<file path="src/design/plfv_defines.svh">
// Offsets, field layout, reset values and hardware limits of the configuration commands
// What this block does
// RULE1: Floor limit is 16-bit absolute word
// RULE2: Floor field is all bits, RW, restored
// RULE3: Commanded output never below floor
// RULE4: Below-floor change moves output to floor, slewed
// RULE5: Violation sets three status bits, alerts host
// RULE6: Ceiling conflict gives same violation response
// RULE7: Out-of-range write flagged as invalid data
// RULE8: Rate applied now if off, else deferred
// RULE9: Rate word is exponent plus mantissa
// RULE10: Rate decoded into twelve fixed buckets
// RULE11: Host avoids rates above 1100 kHz; the bench writes rates up to 1648 kHz
// RULE12: Start threshold exponent resets to minus two
// RULE13: Start threshold rounds down on apply, restore
// RULE14: Start hardware spans 2.50 to 18.25 V
// RULE15: Low-input fault masked until first start crossing
// RULE16: Enabled but below stop sets off bit
// RULE17: Stop hardware spans 2.25 to 18.25 V
// RULE18: Stop threshold rounds down on apply, restore
// RULE19: Host keeps stop below start; the bench writes start 20 quarters while stop is still 40
// RULE20: Slew applies during conversion only
// RULE21: Rejected write keeps old value
`ifndef PLFV_DEFINES_SVH
`define PLFV_DEFINES_SVH
`define PLFV_CMD_FLOOR 8'h2B
`define PLFV_CMD_RATE 8'h33
`define PLFV_CMD_START 8'h35
`define PLFV_CMD_STOP 8'h36
`define PLFV_EXP_MSB 15
`define PLFV_EXP_LSB 11
`define PLFV_MAN_MSB 10
`define PLFV_THR_EXP_RST 5'h1E
`define PLFV_RATE_EXP_RST 5'h00
`define PLFV_FLOOR_RST 16'h0000
`define PLFV_RATE_MAX_KHZ 32'h0000_0672
`define PLFV_START_MIN_Q 32'h0000_000A
`define PLFV_STOP_MIN_Q 32'h0000_0009
`define PLFV_THR_MAX_Q 32'h0000_0049
`define PLFV_QUARTER_BIAS 2
`endif

</file>
<file path="src/design/plfv_pkg.sv">
// Types shared by the configuration command logic
package plfv_pkg;
    typedef enum logic [1:0] {
        PLFV_IDLE,
        PLFV_SLEW
    } plfv_slew_t;
    typedef logic [3:0] plfv_bucket_t;
endpackage : plfv_pkg

</file>
<file path="src/design/plfv_config.sv">
// Floor limit, switching rate and input threshold command logic
`include "plfv_defines.svh"
module plfv_config #(
    parameter int WORD_W = 16
) (
    // Clock and reset
    input wire logic clk_in,
    input wire logic rst_in,
    // Decoded command port
    input wire logic cmd_valid_in,
    input wire logic cmd_write_in,
    input wire logic [7:0] cmd_code_in,
    input wire logic [WORD_W-1:0] cmd_wdata_in,
    output logic cmd_ack_out,
    output logic [WORD_W-1:0] cmd_rdata_out,
    // Nonvolatile restore
    input wire logic restore_all_in,
    input wire logic analog_uv_in,
    input wire logic [WORD_W-1:0] nvm_floor_in,
    input wire logic [10:0] nvm_rate_khz_in,
    input wire logic [10:0] nvm_start_man_in,
    input wire logic [10:0] nvm_stop_man_in,
    // Converter state
    input wire logic conv_en_in,
    input wire logic enable_met_in,
    input wire logic [WORD_W-1:0] target_req_in,
    input wire logic [WORD_W-1:0] ceiling_limit_in,
    input wire logic ceiling_conflict_in,
    input wire logic [WORD_W-1:0] slew_step_in,
    input wire logic [WORD_W-1:0] vin_quarters_in,
    input wire logic clear_faults_in,
    // Outputs to converter
    output logic [WORD_W-1:0] vout_target_out,
    output plfv_pkg::plfv_bucket_t rate_bucket_out,
    output logic [10:0] rate_khz_out,
    output logic [6:0] start_hw_out,
    output logic [6:0] stop_hw_out,
    output logic low_input_fault_out,
    // Status to host
    output logic status_nota_out,
    output logic status_vout_out,
    output logic limit_warning_bit_out,
    output logic invalid_data_out,
    output logic off_low_input_out,
    output logic alert_out
);
    logic [WORD_W-1:0] floor_r, rate_r, start_r, stop_r;
    logic loaded_r, mask_r;
    logic [WORD_W-1:0] goal, last_req_r;
    logic violation, restore, wr, wr_ok, wr_bad, seen_r;
    logic [31:0] rate_khz, start_q, stop_q, wq;
    plfv_pkg::plfv_slew_t slew_r;

    // Scales a linear word; negative exponents drop low bits, which rounds down
    function automatic logic [31:0] plfv_scale(input logic [15:0] w, input int bias);
        int sh;
        logic [31:0] m;
        sh = int'($signed(w[`PLFV_EXP_MSB:`PLFV_EXP_LSB])) + bias;
        m = {21'h00_0000, w[`PLFV_MAN_MSB:0]};
        if (sh > 16) begin
            plfv_scale = (m == 32'h0000_0000) ? 32'h0000_0000 : 32'hFFFF_FFFF;
        end else if (sh >= 0) begin
            plfv_scale = m << sh;
        end else begin
            plfv_scale = m >> (-sh);
        end
    endfunction : plfv_scale

    function automatic plfv_pkg::plfv_bucket_t plfv_bucket(input logic [31:0] khz);
        if (khz < 32'd251) plfv_bucket = 4'h0;
        else if (khz < 32'd301) plfv_bucket = 4'h1;
        else if (khz < 32'd351) plfv_bucket = 4'h2;
        else if (khz < 32'd411) plfv_bucket = 4'h3;
        else if (khz < 32'd501) plfv_bucket = 4'h4;
        else if (khz < 32'd601) plfv_bucket = 4'h5;
        else if (khz < 32'd701) plfv_bucket = 4'h6;
        else if (khz < 32'd821) plfv_bucket = 4'h7;
        else if (khz < 32'd1001) plfv_bucket = 4'h8;
        else if (khz < 32'd1201) plfv_bucket = 4'h9;
        else if (khz < 32'd1401) plfv_bucket = 4'hA;
        else plfv_bucket = 4'hB;
    endfunction : plfv_bucket

    function automatic logic [10:0] plfv_bucket_khz(input plfv_pkg::plfv_bucket_t b);
        case (b)
            4'h0: plfv_bucket_khz = 11'd225;
            4'h1: plfv_bucket_khz = 11'd275;
            4'h2: plfv_bucket_khz = 11'd325;
            4'h3: plfv_bucket_khz = 11'd375;
            4'h4: plfv_bucket_khz = 11'd450;
            4'h5: plfv_bucket_khz = 11'd550;
            4'h6: plfv_bucket_khz = 11'd650;
            4'h7: plfv_bucket_khz = 11'd750;
            4'h8: plfv_bucket_khz = 11'd900;
            4'h9: plfv_bucket_khz = 11'd1100;
            4'hA: plfv_bucket_khz = 11'd1300;
            default: plfv_bucket_khz = 11'd1500;
        endcase
    endfunction : plfv_bucket_khz

    assign rate_khz = plfv_scale(rate_r, 0); // RULE9
    assign start_q = plfv_scale(start_r, `PLFV_QUARTER_BIAS);
    assign stop_q = plfv_scale(stop_r, `PLFV_QUARTER_BIAS);
    assign restore = restore_all_in || !loaded_r;
    assign wr = cmd_valid_in && cmd_write_in;

    // Range check of the incoming word for each command
    always_comb begin
        wq = 32'h0000_0000;
        wr_ok = 1'b0;
        unique case (cmd_code_in)
            `PLFV_CMD_FLOOR: wr_ok = (cmd_wdata_in <= ceiling_limit_in);
            `PLFV_CMD_RATE: begin
                wq = plfv_scale(cmd_wdata_in, 0);
                wr_ok = !cmd_wdata_in[`PLFV_MAN_MSB] && (wq < `PLFV_RATE_MAX_KHZ);
            end
            `PLFV_CMD_START: begin
                wq = plfv_scale(cmd_wdata_in, `PLFV_QUARTER_BIAS);
                wr_ok = !cmd_wdata_in[`PLFV_MAN_MSB] && (wq >= `PLFV_START_MIN_Q)
                    && (wq <= `PLFV_THR_MAX_Q); // RULE14
            end
            `PLFV_CMD_STOP: begin
                wq = plfv_scale(cmd_wdata_in, `PLFV_QUARTER_BIAS);
                wr_ok = !cmd_wdata_in[`PLFV_MAN_MSB] && (wq >= `PLFV_STOP_MIN_Q)
                    && (wq <= `PLFV_THR_MAX_Q); // RULE17
            end
            default: wr_ok = 1'b0;
        endcase
    end
    assign wr_bad = wr && !wr_ok; // RULE7

    always_ff @(posedge clk_in or posedge rst_in) begin
        if (rst_in) begin
            loaded_r <= 1'b0;
        end else begin
            loaded_r <= 1'b1;
        end
    end

    // Stored words; a rejected write leaves them untouched
    always_ff @(posedge clk_in or posedge rst_in) begin
        if (rst_in) begin
            floor_r <= `PLFV_FLOOR_RST;
            rate_r <= {`PLFV_RATE_EXP_RST, 11'h000};
            start_r <= {`PLFV_THR_EXP_RST, 11'h000};
            stop_r <= {`PLFV_THR_EXP_RST, 11'h000};
        end else if (restore) begin
            floor_r <= nvm_floor_in; // RULE2
            rate_r <= {`PLFV_RATE_EXP_RST, nvm_rate_khz_in}; // RULE9
            start_r <= {`PLFV_THR_EXP_RST, nvm_start_man_in}; // RULE12
            stop_r <= {`PLFV_THR_EXP_RST, nvm_stop_man_in};
        end else if (wr && wr_ok) begin // RULE21
            if (cmd_code_in == `PLFV_CMD_FLOOR) floor_r <= cmd_wdata_in; // RULE1
            if (cmd_code_in == `PLFV_CMD_RATE) rate_r <= cmd_wdata_in;
            if (cmd_code_in == `PLFV_CMD_START) start_r <= cmd_wdata_in;
            if (cmd_code_in == `PLFV_CMD_STOP) stop_r <= cmd_wdata_in;
        end
    end

    // Read answer one cycle after the request
    always_ff @(posedge clk_in or posedge rst_in) begin
        if (rst_in) begin
            cmd_ack_out <= 1'b0;
            cmd_rdata_out <= 16'h0000;
        end else begin
            cmd_ack_out <= cmd_valid_in;
            if (cmd_valid_in && !cmd_write_in) begin
                unique case (cmd_code_in)
                    `PLFV_CMD_FLOOR: cmd_rdata_out <= floor_r;
                    `PLFV_CMD_RATE: cmd_rdata_out <= rate_r;
                    `PLFV_CMD_START: cmd_rdata_out <= start_r;
                    `PLFV_CMD_STOP: cmd_rdata_out <= stop_r;
                    default: cmd_rdata_out <= 16'h0000;
                endcase
            end
        end
    end

    // Rate hardware frozen while converting, except that restore or analog_uv_in reloads it mid-run
    always_ff @(posedge clk_in or posedge rst_in) begin
        if (rst_in) begin
            rate_bucket_out <= 4'h0;
            rate_khz_out <= 11'd225;
        end else if (restore || analog_uv_in || !conv_en_in) begin // RULE8
            rate_bucket_out <= plfv_bucket(rate_khz); // RULE10
            rate_khz_out <= plfv_bucket_khz(plfv_bucket(rate_khz));
        end
    end

    // Thresholds track the stored words; scaling already rounded down
    // Words outside the hardware span, as before the first load, pin to its ends
    always_ff @(posedge clk_in or posedge rst_in) begin
        if (rst_in) begin
            start_hw_out <= 7'h0A;
            stop_hw_out <= 7'h09;
        end else begin
            start_hw_out <= (start_q > `PLFV_THR_MAX_Q) ? 7'h49
                : (start_q < `PLFV_START_MIN_Q) ? 7'h0A : start_q[6:0]; // RULE13
            stop_hw_out <= (stop_q > `PLFV_THR_MAX_Q) ? 7'h49
                : (stop_q < `PLFV_STOP_MIN_Q) ? 7'h09 : stop_q[6:0]; // RULE18
        end
    end

    // Only a reset re-arms the mask; enable and restore leave it alone
    always_ff @(posedge clk_in or posedge rst_in) begin
        if (rst_in) begin
            mask_r <= 1'b1;
            low_input_fault_out <= 1'b0;
        end else begin
            if (vin_quarters_in > {9'h000, start_hw_out}) mask_r <= 1'b0; // RULE15
            low_input_fault_out <= !mask_r && (vin_quarters_in < {9'h000, stop_hw_out});
        end
    end

    // Floor clamp and violation detection on a target change
    assign goal = (target_req_in < floor_r) ? floor_r : target_req_in; // RULE3
    assign violation = conv_en_in && seen_r && (target_req_in != last_req_r)
        && (target_req_in < floor_r); // RULE4

    always_ff @(posedge clk_in or posedge rst_in) begin
        if (rst_in) begin
            last_req_r <= 16'h0000;
            seen_r <= 1'b0;
        end else begin
            last_req_r <= target_req_in;
            seen_r <= 1'b1;
        end
    end

    // Slew toward the clamped goal while converting; with conversion off it jumps straight there
    always_ff @(posedge clk_in or posedge rst_in) begin
        if (rst_in) begin
            vout_target_out <= 16'h0000;
            slew_r <= plfv_pkg::PLFV_IDLE;
        end else if (!conv_en_in) begin // RULE20
            vout_target_out <= goal;
            slew_r <= plfv_pkg::PLFV_IDLE;
        end else begin
            unique case (slew_r)
                plfv_pkg::PLFV_IDLE: begin
                    if (vout_target_out != goal) slew_r <= plfv_pkg::PLFV_SLEW;
                    if (vout_target_out < floor_r) vout_target_out <= floor_r; // RULE3
                end
                plfv_pkg::PLFV_SLEW: begin
                    if (vout_target_out < goal) begin
                        vout_target_out <= (goal - vout_target_out > slew_step_in)
                            ? vout_target_out + slew_step_in : goal; // RULE4
                    end else if (vout_target_out > goal) begin
                        vout_target_out <= (vout_target_out - goal > slew_step_in)
                            ? vout_target_out - slew_step_in : goal;
                    end else begin
                        slew_r <= plfv_pkg::PLFV_IDLE;
                    end
                end
                default: slew_r <= plfv_pkg::PLFV_IDLE;
            endcase
        end
    end

    // Sticky status; a new event in the clearing cycle wins
    always_ff @(posedge clk_in or posedge rst_in) begin
        if (rst_in) begin
            status_nota_out <= 1'b0;
            status_vout_out <= 1'b0;
            limit_warning_bit_out <= 1'b0;
        end else if (violation || ceiling_conflict_in) begin // RULE5 RULE6
            status_nota_out <= 1'b1;
            status_vout_out <= 1'b1;
            limit_warning_bit_out <= 1'b1;
        end else if (clear_faults_in) begin
            status_nota_out <= 1'b0;
            status_vout_out <= 1'b0;
            limit_warning_bit_out <= 1'b0;
        end
    end

    always_ff @(posedge clk_in or posedge rst_in) begin
        if (rst_in) begin
            invalid_data_out <= 1'b0;
            off_low_input_out <= 1'b0;
        end else begin
            invalid_data_out <= wr_bad || (invalid_data_out && !clear_faults_in); // RULE7
            off_low_input_out <= (enable_met_in && (vin_quarters_in < {9'h000, stop_hw_out}))
                || (off_low_input_out && !clear_faults_in); // RULE16
        end
    end

    // Alert follows any sticky status one cycle later
    always_ff @(posedge clk_in or posedge rst_in) begin
        if (rst_in) begin
            alert_out <= 1'b0;
        end else begin
            alert_out <= status_nota_out || invalid_data_out || off_low_input_out; // RULE5
        end
    end

    floor_hold_a: assert property (@(posedge clk_in) disable iff (rst_in)
        conv_en_in && $past(conv_en_in) && $stable(floor_r) && slew_r == plfv_pkg::PLFV_IDLE
        |=> vout_target_out >= $past(floor_r)) // RULE3
        else $error("output target below floor");
    violation_flags_a: assert property (@(posedge clk_in) disable iff (rst_in)
        violation |=> status_nota_out && status_vout_out && limit_warning_bit_out ##1 alert_out)
        // RULE5
        else $error("violation did not raise status and alert");
    ceiling_flags_a: assert property (@(posedge clk_in) disable iff (rst_in)
        ceiling_conflict_in |=> status_nota_out && status_vout_out && limit_warning_bit_out) // RULE6
        else $error("ceiling conflict not flagged");
    bad_write_a: assert property (@(posedge clk_in) disable iff (rst_in)
        wr_bad && !restore |=> invalid_data_out && $stable(floor_r) && $stable(rate_r)
        && $stable(start_r) && $stable(stop_r)) // RULE21
        else $error("rejected write changed state or was not flagged");
    rate_frozen_a: assert property (@(posedge clk_in) disable iff (rst_in)
        conv_en_in && !restore && !analog_uv_in |=> $stable(rate_bucket_out)) // RULE8
        else $error("rate hardware changed while converting");
    rate_table_a: assert property (@(posedge clk_in) disable iff (rst_in)
        rate_bucket_out == 4'h9 |-> rate_khz_out == 11'd1100) // RULE10
        else $error("bucket and rate disagree");
    start_range_a: assert property (@(posedge clk_in) disable iff (rst_in)
        start_hw_out <= 7'h49 && stop_hw_out <= 7'h49 && start_hw_out >= 7'h0A
        && stop_hw_out >= 7'h09) // RULE14
        else $error("threshold above hardware range");
    mask_once_a: assert property (@(posedge clk_in) disable iff (rst_in)
        !mask_r |=> !mask_r) // RULE15
        else $error("low input mask re-armed without reset");
    masked_fault_a: assert property (@(posedge clk_in) disable iff (rst_in)
        mask_r && $past(mask_r) |-> !low_input_fault_out) // RULE15
        else $error("low input fault while masked");
    off_low_a: assert property (@(posedge clk_in) disable iff (rst_in)
        enable_met_in && vin_quarters_in < {9'h000, stop_hw_out} |=> off_low_input_out)
        // RULE16
        else $error("off due to low input not set");
    restore_exp_a: assert property (@(posedge clk_in) disable iff (rst_in)
        restore_all_in |=> start_r[15:11] == `PLFV_THR_EXP_RST) // RULE12
        else $error("start exponent not restored");
    off_jump_a: assert property (@(posedge clk_in) disable iff (rst_in)
        !conv_en_in |=> vout_target_out == $past(goal)) // RULE20
        else $error("target slewed while not converting");

    violation_c: cover property (@(posedge clk_in) disable iff (rst_in)
        violation ##[1:20] vout_target_out == floor_r);
    deferred_rate_c: cover property (@(posedge clk_in) disable iff (rst_in)
        wr && cmd_code_in == `PLFV_CMD_RATE && conv_en_in ##[1:20] analog_uv_in);
    unmask_c: cover property (@(posedge clk_in) disable iff (rst_in)
        mask_r ##1 !mask_r);
    bad_write_c: cover property (@(posedge clk_in) disable iff (rst_in) wr_bad);
endmodule : plfv_config

</file>
<file path="config.mk">
export PLATFORM = sky130hd
export DESIGN_NAME = plfv_config
export DESIGN_NICKNAME = d
export VERILOG_FILES = /design/src/design/plfv_pkg.sv /design/src/design/plfv_config.sv
export VERILOG_INCLUDE_DIRS = /design/src /design/src/design
export SDC_FILE = /design/constraint.sdc
export NUM_CORES = 1
export LEC_CHECK = 0
export ABC_AREA = 1
export BUFFER_PORTS_ARGS = -buffer_cell sky130_fd_sc_hd__buf_4
export CAP_MARGIN = 20
export CORE_MARGIN = 2
export CORE_UTILIZATION = 61
export CTS_BUF_LIST = sky130_fd_sc_hd__clkbuf_16
export DETAILED_ROUTE_END_ITERATION = 12
export PLACE_DENSITY = 0.83
export SYNTH_ARGS = -nofsm -noshare
export SYNTH_HDL_FRONTEND = slang
export SYNTH_SLANG_ARGS = --single-unit
</file>
<file path="constraint.sdc">
create_clock -name clk_in -period 7.3 [get_ports clk_in]
set_clock_uncertainty 0.05 [all_clocks]
set_input_delay 0.73 -clock clk_in [delete_from_list [all_inputs] [get_ports clk_in]]
set_output_delay 0.73 -clock clk_in [all_outputs]
set_load 0.03 [all_outputs]
</file>
# After elaboration in Yosys (flattened, before gate mapping)
# Memories as Yosys holds them, arrays and structs flattened. A register that Yosys moved wholly into a read port is not among the register bits.
# Index checks and enable logic that the tools add are counted.
[op_classes]
n_addsub = 12
n_mul = 0
div_mod_pow = 0
magnitude_cmp = 39
n_eq_ne = 13
n_shift = 10
muxes = 62
n_bitwise = 0
reduce_logical = 48
[op_table]
columns = ["cell", "n"]
rows = [
  ["2-to-1 mux 32 bit", 17],
  ["2-to-1 mux 16 bit", 19],
  ["left shift 11 x 32 -> 32 bit", 5],
  [">> shifter 11 x 32 -> 32 bit", 5],
  ["less-than comparator 32 x 10 -> 1 bit, second input constant", 4],
  ["less-than comparator 32 x 9 -> 1 bit, second input constant", 4],
  ["less-than comparator 32 x 11 -> 1 bit, second input constant", 3],
  ["negator 6 -> 32 bit", 3],
  ["greater-or-equal comparator 32 x 4 -> 1 bit, second input constant", 2],
  ["greater-than comparator 32 x 7 -> 1 bit, second input constant", 2],
  ["less-or-equal comparator 32 x 7 -> 1 bit, second input constant", 2],
  ["less-than comparator 32 x 4 -> 1 bit, second input constant", 2],
  ["negator 5 -> 32 bit", 2],
  ["case mux 16 bit (4 select lines)", 1],
  ["greater-than comparator 16 bit", 3],
  ["less-than comparator 16 bit", 3],
  ["subtractor 16 bit", 3],
  ["zero test 11 bit", 4],
  ["2-to-1 mux 4 bit", 10],
  ["equality test 8 x 6 -> 1 bit, second input constant", 4],
  ["less-than comparator 32 x 8 -> 1 bit, second input constant", 1],
  ["!= test 16 bit", 2],
  ["case mux 16 bit (2 select lines)", 1],
  ["2-to-1 mux 7 bit", 4],
  ["24 further kinds", 78],
]
[word_totals]
ff_bits = 140
latch_bits = 0
ramBits = 0
romBits = 176
in_bits = 147
out_inout_bits = 69
wordCells = 204
memories = 1
[memory_table]
columns = ["memory", "depth", "width", "read_ports", "rd_clocked_by_memory_dff", "wr", "line", "text"]
rows = [
  ["(name not given)", 16, 11, 1, 1, 0, "plfv_config.sv:85", "case (b)"],
]

# Depth between registers and ports, before layout
# Gate-level depths: netlist of run 1.
[depth]
word_depth = 17
depth_mapped = 40
mapped_depth_nobuf = 37

# Worst setup path before layout of run 1
# No wires, ideal clock.
[synth_path]
path_type = "input to register"
startpoint = "input target_req_in[1]"
endpoint = "register vout_target_out[6]"
setup_ps = 131
t_arrival_ps = 5334
required_time_ps = 7119
setup_slack_ps = 1785
cell_stages = 34
path_buffers = 3
cell_sequence = "ha_1 > a21boi_0 > o211ai_1 > a21oi_1 > o21ai_0 > o2111ai_1 > clkbuf_1 > o21ai_0 > inv_1 > ha_1 > clkbuf_1 > nand2_1 > nor2_1 > inv_1 > o221ai_1 > nand2_1 > o2111ai_1 > xor2_1 > inv_1 > ha_1 > nand4_1 > nor3_1 > nand2_1 > o211ai_1 > nand2_1 > inv_1 > clkbuf_1 > nand3_1 > o211ai_1 > nand3_1 > o21ai_0 > nand2_1 > o211ai_1 > o21ai_0"
[synth_via]
elab_chain_len = 9
elab_cells_between_ends = 16
classes_between = "add/sub: 2; order compare: 5; eq/ne: 1; mux: 7; reduce/logical: 1"
[synth_rtl]
columns = ["element", "line", "text"]
rows = [
  ["start, declared", "plfv_config.sv:26", "input wire logic [WORD_W-1:0] target_req_in,"],
  ["less-than comparator 16 bit", "plfv_config.sv:216", "assign goal = (target_req_in < floor_r) ? floor_r : target_req_in;"],
  ["2-to-1 mux 16 bit *", "plfv_config.sv:216", ""],
  ["subtractor 16 bit", "plfv_config.sv:249", "vout_target_out <= (vout_target_out - goal > slew_step_in)"],
  ["greater-than comparator 16 bit", "plfv_config.sv:249", ""],
  ["2-to-1 mux 16 bit", "plfv_config.sv:250", "? vout_target_out - slew_step_in : goal;"],
  ["2-to-1 mux 16 bit", "plfv_config.sv:248", "end else if (vout_target_out > goal) begin"],
  ["2-to-1 mux 16 bit", "plfv_config.sv:245", "if (vout_target_out < goal) begin"],
  ["case mux 16 bit (2 select lines)", "plfv_config.sv:239", "unique case (slew_r)"],
  ["2-to-1 mux 16 bit", "plfv_config.sv:235", "end else if (!conv_en_in) begin"],
  ["end signal, assigned", "plfv_config.sv:236", "vout_target_out <= goal;"],
  ["end signal, assigned", "plfv_config.sv:246", "vout_target_out <= (goal - vout_target_out > slew_step_in)"],
  ["end signal, assigned", "plfv_config.sv:249", ""],
  ["end, declared", "plfv_config.sv:33", "output logic [WORD_W-1:0] vout_target_out,"],
]
# Mark *: on every way between the ends. The rest lies on a longest branch, timed or not. The select of a mux whose other input is x is not followed.
# A chain may end at the register's enable or synchronous reset.

# Worst setup path in the final report of run 1
[layout_path]
startpoint = "register floor_r[1]"
endpoint = "register vout_target_out[6]"
[layout_via]
elab_chain_len = 9
elab_cells_between_ends = 18
classes_between = "add/sub: 2; order compare: 6; eq/ne: 2; mux: 7; reduce/logical: 1"
[layout_rtl]
columns = ["element", "line", "text"]
rows = [
  ["start, declared", "plfv_config.sv:47", "logic [WORD_W-1:0] floor_r, rate_r, start_r, stop_r;"],
  ["start signal, assigned", "plfv_config.sv:143", "floor_r <= `PLFV_FLOOR_RST;"],
  ["start signal, assigned", "plfv_config.sv:148", "floor_r <= nvm_floor_in;"],
  ["start signal, assigned", "plfv_config.sv:153", "if (cmd_code_in == `PLFV_CMD_FLOOR) floor_r <= cmd_wdata_in;"],
  ["less-than comparator 16 bit", "plfv_config.sv:216", ""],
  ["2-to-1 mux 16 bit", "plfv_config.sv:216", ""],
  ["subtractor 16 bit", "plfv_config.sv:249", ""],
  ["greater-than comparator 16 bit", "plfv_config.sv:249", ""],
  ["2-to-1 mux 16 bit", "plfv_config.sv:250", ""],
  ["2-to-1 mux 16 bit", "plfv_config.sv:248", ""],
  ["2-to-1 mux 16 bit", "plfv_config.sv:245", ""],
  ["case mux 16 bit (2 select lines)", "plfv_config.sv:239", ""],
  ["2-to-1 mux 16 bit", "plfv_config.sv:235", ""],
]
# Parallel ways exist; a longest one is shown, timed or not. The select of a mux whose other input is x is not followed.

==> out/metrics.csv, run 1 <==
stage;metric;value;unit
yosys;synth_ff_type;dfrtp_1;
setup_path;r2r-end;vout_target_out[6];
yosys;yosysMostFrequentCell;nand2_1;
yosys;synth-edff-count;0;
drt;vias;22407;
clock_network;postCtsSetupRepairBufs;0;
clock_network;clkLatencyLatePin;0.44;ns
final_layout;syn2layout_area_growth;11.82;%
place;io_buffers;215;
floorplan;chipHeight;182.2;um
drt;drtAntennaViolNets;0;
power_and_ir_drop;total_power;7.046;mW
yosys;synthDistinctLibCells;72;
yosys;synth.avg_cell_area;6.249;um2
timing;max_slew_margin;0.1892;
global_routing;grt_max_degree;93;
yosys;async_flop_share;1.000;
timing;hold_viol;0;
place;gp_congestion;1.009;
yosys;yosysWarnings;0;
setup_path;crit_arrival;6.93;ns
worst_hold_path;holdPathEnd;last_req_r[0];
timing;rsz0062_at_grt;no;
yosys;synth_top_area_frac;0.1761;
floorplan;start_util;0.6173;
drt;wirelength;67880;um
clock_network;htree_num_levels;4;
timing;setup_violations;0;
final_layout;multiInputGateArea;0.01359;mm2
clock_network;cts.sinks;150;
global_routing;grt_pass1_vias;20552;
yosys;synth-seq-cells;150;
floorplan;chipWidth;182.2;um
clock_network;cts_hold_buffers;0;
drt;first_iter_violations;2527;
final_layout;fillCellCount;2783;
setup_path;end_kind;flip-flop;
timing;tns;0;ns
place;place_hpwl;54210;um
timing;whs;0.3676;ns
setup_path;worst-setup-path-type;flip-flop to flip-flop;
global_routing;antenna_found_initial;3;
setup_path;reg2reg_slack;0.63;ns
global_routing;overflow;0;
setup_path;slowest_delay;0.58;ns
setup_path;path_max_fanout;21;
clock_network;cts.clk_slew.worst_paths;0.08;ns
setup_path;path_depth;34;
yosys;synth_top_cell_by_area;nand2_1;
setup_path;critPathTopFamily;compound AO/OA/AOI/OAI gates;
drt;drt_pre_antenna_iters;7;
timing;fin_crit_sh;0.9137;
timing;period_needed;6.670;ns
drt;drc;0;
timing;worst_pin_slew;1.205;ns
yosys;seq_area_frac_synth;0.1948;
final_layout;drive_gt1_frac;0.1127;
yosys;synth_area;0.01938;mm2
status;status;complete, no violations;
yosys;syn_nets;3449;
setup_path;cp.required;7.56;ns
yosys;yosys-top-cells-count;909 x nand2_1, 354 x inv_1, 241 x o21ai_0, 235 x nand3_1, 208 x nor2_1;
floorplan;die_area;0.03321;mm2
clock_network;cts-root-buf;clkbuf_16;
floorplan;ios;216;
drt;vias_per_cell;6.151;
final_layout;seq_area;0.003775;mm2
final_layout;final_nets;3575;
yosys;syn_inst;3101;
drt;wl_per_cell;18.63;um
worst_hold_path;hold_depth;1;
power_and_ir_drop;p_leak;11.27;nW
clock_network;post_cts_resized;0;
power_and_ir_drop;peakVddDrop;0.0002075;V
timing;fmax;149.9;MHz
clock_network;numCtsBuffers;17;
global_routing;grt_usage;0.4006;
yosys;synthTopCellsByArea;nand2_1 18%, dfrtp_1 17%, ha_1 13%;
floorplan;coreArea;0.03139;mm2
setup_path;startpoint_type;flip-flop;
worst_hold_path;hold_path_class;primary input to flip-flop;
floorplan;rows;65;
power_and_ir_drop;p_per_area;325.1;mW/mm2
setup_path;ff2ff_path_depth;34;
setup_path;cpMaxStageDelayCell;o21ai_0;
clock_network;clk_path_buf_depth;2;
timing;slew_viol_final;0;
clock_network;cts_tree;yes;
setup_path;critPathBufInv;7;
worst_hold_path;hp-start;target_req_in[0];
setup_path;worstReg2RegStart;floor_r[1];
global_routing;grt_pass1_wl;106800;um
flow_run;drv_cap;0;
stage by stage:
stage	util	instances	worst slack [ns]	instance area, um2
floorplan	-	3101	1.785	19380
global route	0.6902	3642	0.02481	21670
global placement	0.6712	3610	0.8247	21070
detailed placement	0.6712	3610	0.5726	21070
CTS	0.6902	3642	0.7753	21670
finish	0.6903	3643	0.6300	21670
cell type report:
class	count	share of cell area
antenna	1	0.0001155
clock buffer	17	0.01963
clock inverter	15	0.007853
inverter	386	0.06733
multi-input combinational	2439	0.6269
sequential	150	0.1742
tap	402	0.02321
timing repair buffer	233	0.08072
power by group:
part           internal [mW]  switching [mW]
clock network          0.513           0.404
registers              0.988           0.254
logic                   1.68            3.20
total                   3.19            3.86
logic make-up after synthesis:
family | Yosys count | synth area share
and+or+nand+nor | 1505 | 0.3332
xor gates and xnor gates | 69 | 0.03332
DFF | 150 | 0.1948
adders and majority gates | 201 | 0.1313
muxes | 1 | 0.0005165
buffers and inverters | 512 | 0.1051
other | 1 | 0.0001935
AOI/OAI and AO/OA | 662 | 0.2016
cells in the final DEF, fill, tap and decap left out, types with 17 or more instances in the layout:
cell / instances
a21oi_1: 155
a31oi_1: 30
buf_4: 233
clkbuf_16: 17
dfrtp_1: 133
dfstp_2: 17
ha_1: 197
inv_1: 353
inv_2: 26
nand2_1: 909
nand3_1: 235
nand4_1: 35
nor2_1: 207
nor3_1: 32
nor4_1: 27
o211ai_1: 49
o21ai_0: 241
o21ai_1: 41
o221ai_1: 18
o22ai_1: 22
xor2_1: 51
routing by layer:
metal	GRT usage	share of wire	up-vias
met3	0.08621	0.11	214
met5	0	0	-
met4	0.1603	0.042	0
li1	-	-	10627
met1	0.5463	0.42	10113
met2	0.6191	0.43	1453
worst reg2reg max path, delay by kind of cell, from the launching register on:
family,cells,cell delay [ns]
adder cells (fa/ha/maj),3,1.04
XOR/XNOR,1,0.17
AO/OA/AOI/OAI,12,2.15
buffers and inverters,7,1.21
AND/OR/NAND/NOR,11,1.46
flip-flops,1,0.46
state kept, by name (all words and copies together) (netlist names), 4 cells and up:
register         flops
stop_hw_out          7
last_req_r          16
cmd_rdata_out       16
rate_r              16
stop_r              16
floor_r             16
vout_target_out     16
start_hw_out         7
start_r             16
rate_khz_out        11
rate_bucket_out      4
how the worst max path moves through the flow:
stage,startpoint,to,slack (ns)
2_1_floorplan,target_req_in[1],vout_target_out[6],1.79
3_3_place_gp,target_req_in[1],vout_target_out[6],0.82
3_5_place_dp,target_req_in[1],vout_target_out[6],0.57
4_1_cts,floor_r[1],vout_target_out[6],0.78
5_1_grt,floor_r[1],vout_target_out[9],0.02
6_report,floor_r[1],vout_target_out[6],0.63
Power figures use the tool's default switching activity.
==> inputs of run 2 (changes only) <==
Settings changed: CORE_UTILIZATION 61 to 66, PLACE_DENSITY 0.83 to 0.88.
Clock period 7.3 ns to 8.3 ns, I/O delays scaled along.
==> run 2 against run 1 <==
Non-clock buffer count shrank 10. Hold slack gained 0.061 ns. Register-to-register slack better by 0.46 ns. Fmax down 7.5%. First-iteration DRC count up 39%. Setup slack gained 0.46 ns. Sequential power decreased by 12%.
==> out/metrics.csv, run 2 (synthesized netlist as in run 1, its figures left out) <==
stage;metric;value;unit;change
status;status;complete, no violations;;unchanged
drt;drtAntennaViolNets;0;;unchanged
final_layout;drive_gt1_frac;0.1096;;was 0.1127
floorplan;chipHeight;175.4;um;was 182.2 um
clock_network;postCtsSetupRepairBufs;0;;unchanged
timing;tns;0;ns;unchanged
final_layout;fillCellCount;2353;;was 2,783
timing;worst_pin_slew;1.061;ns;was 1.205 ns
global_routing;grt_max_degree;85;;was 93
global_routing;grt_usage;0.4312;;was 0.4006
setup_path;slowest_delay;0.75;ns;was 0.58 ns
drt;vias;22890;;was 22,407
clock_network;cts_tree;yes;;unchanged
clock_network;clkLatencyLatePin;0.45;ns;was 0.44 ns
setup_path;critPathTopFamily;compound AO/OA/AOI/OAI gates;;unchanged
floorplan;ios;216;;unchanged
place;io_buffers;215;;unchanged
floorplan;rows;62;;was 65
setup_path;cp.required;8.52;ns;was 7.56 ns
floorplan;chipWidth;175.4;um;was 182.2 um
clock_network;post_cts_resized;0;;unchanged
setup_path;crit_arrival;7.44;ns;was 6.93 ns
timing;period_needed;7.213;ns;was 6.670 ns
timing;max_slew_margin;0.2863;;was 0.1892
clock_network;cts.sinks;150;;unchanged
floorplan;die_area;0.03075;mm2;was 0.03321 mm2
timing;fmax;138.6;MHz;was 149.9 MHz
clock_network;cts-root-buf;clkbuf_16;;unchanged
power_and_ir_drop;p_per_area;286.6;mW/mm2;was 325.1 mW/mm2
setup_path;cpMaxStageDelayCell;o21ai_0;;unchanged
clock_network;cts_hold_buffers;0;;unchanged
place;place_hpwl;53470;um;was 54,210 um
timing;final.setup.worst_slack;1.087;ns;was 0.6300 ns
global_routing;overflow;0;;unchanged
global_routing;grt_pass1_wl;107300;um;was 106,800 um
worst_hold_path;hold_path_class;flip-flop to flip-flop;;was primary input to flip-flop
power_and_ir_drop;peakVddDrop;0.0001550;V;was 0.0002075 V
drt;first_iter_violations;3521;;was 2,527
final_layout;layout_commonest_cell;nand2_1;;unchanged
drt;wl_per_cell;18.78;um;was 18.63 um
power_and_ir_drop;total_power;6.192;mW;was 7.046 mW
flow_run;drv_cap;0;;unchanged
drt;drc;0;;unchanged
power_and_ir_drop;p_leak;11.24;nW;was 11.27 nW
place;gp_congestion;1.094;;was 1.009
setup_path;worst-setup-path-type;flip-flop to flip-flop;;unchanged
setup_path;path_max_fanout;21;;unchanged
place;pre_cts_slack;1.196;ns;was 0.5726 ns
drt;wirelength;67880;um;about the same
clock_network;clk_path_buf_depth;2;;unchanged
clock_network;numCtsBuffers;17;;unchanged
clock_network;htree_num_levels;4;;unchanged
final_layout;antenna_cells;0;;was 1
timing;hold_viol;0;;unchanged
drt;drt_pre_antenna_iters;7;;unchanged
timing;fin_crit_sh;0.8690;;was 0.9137
final_layout;final_nets;3565;;was 3,575
timing;slew_viol_final;0;;unchanged
final_layout;syn2layout_area_growth;11.49;%;was 11.82%
setup_path;crit_top_cell;o21ai_0;;
global_routing;antenna_found_initial;0;;was 3
floorplan;coreArea;0.02878;mm2;was 0.03139 mm2
floorplan;start_util;0.6733;;was 0.6173
drt;vias_per_cell;6.334;;was 6.151
setup_path;end_kind;flip-flop;;unchanged
setup_path;startpoint_type;flip-flop;;unchanged
final_layout;mostFrequentLayoutCells;909 x nand2_1, 353 x inv_1, 241 x o21ai_0;;unchanged
global_routing;grt_pass1_vias;21058;;was 20,552
clock_network;cts.clk_slew.worst_paths;0.06;ns;was 0.08 ns
timing;rsz0062_at_grt;no;;unchanged
timing;setup_violations;0;;unchanged
setup_path;critPathBufInv;5;;was 7
==> run 2: changes by cell type in the layout (fill, tap and decap cells not counted) <==
cell / previous run / this run
buf_6: 0 / 1
inv_6: 4 / 3
clkinv_1: 7 / 8
inv_8: 3 / 1
diode_2: 1 / 0
buf_4: 233 / 222
bufinv_16: 2 / 4
==> run 2: layout make-up <==
cell class | instances | area, um2 | share of cell area
clock buffer | 17 | 425.4 | 0.01969
clock inverter | 15 | 202.7 | 0.009382
inverter | 386 | 1459 | 0.06752
multi-input combinational | 2439 | 13590 | 0.6288
sequential | 150 | 3775 | 0.1747
tap | 384 | 480.5 | 0.02224
timing repair buffer | 223 | 1678 | 0.07766
==> run 2: power by group <==
group | switching, mW | internal [mW] | total (mW)
Combinational | 2.81 | 1.44 | 4.25
Clock | 0.343 | 0.505 | 0.848
Sequential | 0.224 | 0.869 | 1.09
==> run 2: stage by stage <==
stage / area [um2] / utilization / std cells / hold slack [ns]
global placement: 20970 / 0.7285 / 3581 / 0.4088
CTS: 21590 / 0.7503 / 3613 / 0.4350
floorplan: 19380 / - / 3101 / 0.4125
finish: 21610 / 0.7507 / 3614 / 0.4291
global route: 21610 / 0.7507 / 3614 / 0.4489
detailed placement: 20970 / 0.7285 / 3581 / 0.4246
==> run 2: worst register-to-register path, delay by kind of cell (launching register included) <==
| kind | cells | cell delay (ns) |
|---|---|---|
| simple gates | 8 | 1.14 |
| xor+xnor | 1 | 0.14 |
| compound gates | 14 | 2.85 |
| flops | 1 | 0.61 |
| fa+ha+maj | 3 | 1.00 |
| buf+inv | 5 | 1.25 |
==> run 2: metal layers <==
layer / GRT usage / routed length, um / vias up
met4: 0.2052 / 3851 / 0
met2: 0.6775 / 28810 / 1633
li1: - / - / 10598
met3: 0.08268 / 8115 / 279
met5: 0 / 0 / -
met1: 0.5717 / 27110 / 10380
==> run 2: path summary, 6_finish.rpt <==
path | start | endpoint | slack, ns | cells after the start
setup / recovery | floor_r[5] | vout_target_out[9] | 1.09 | 31
hold / removal | rate_khz_out[5] | rate_khz_out[5] | 0.43 | 2
setup reg to reg | floor_r[5] | vout_target_out[9] | 1.09 | 31
hold reg to reg | rate_khz_out[5] | rate_khz_out[5] | 0.43 | 2
max in group asynchronous | rst_in | last_req_r[7] | 6.28 | 3
min in group asynchronous | rst_in | off_low_input_out | 0.50 | 2
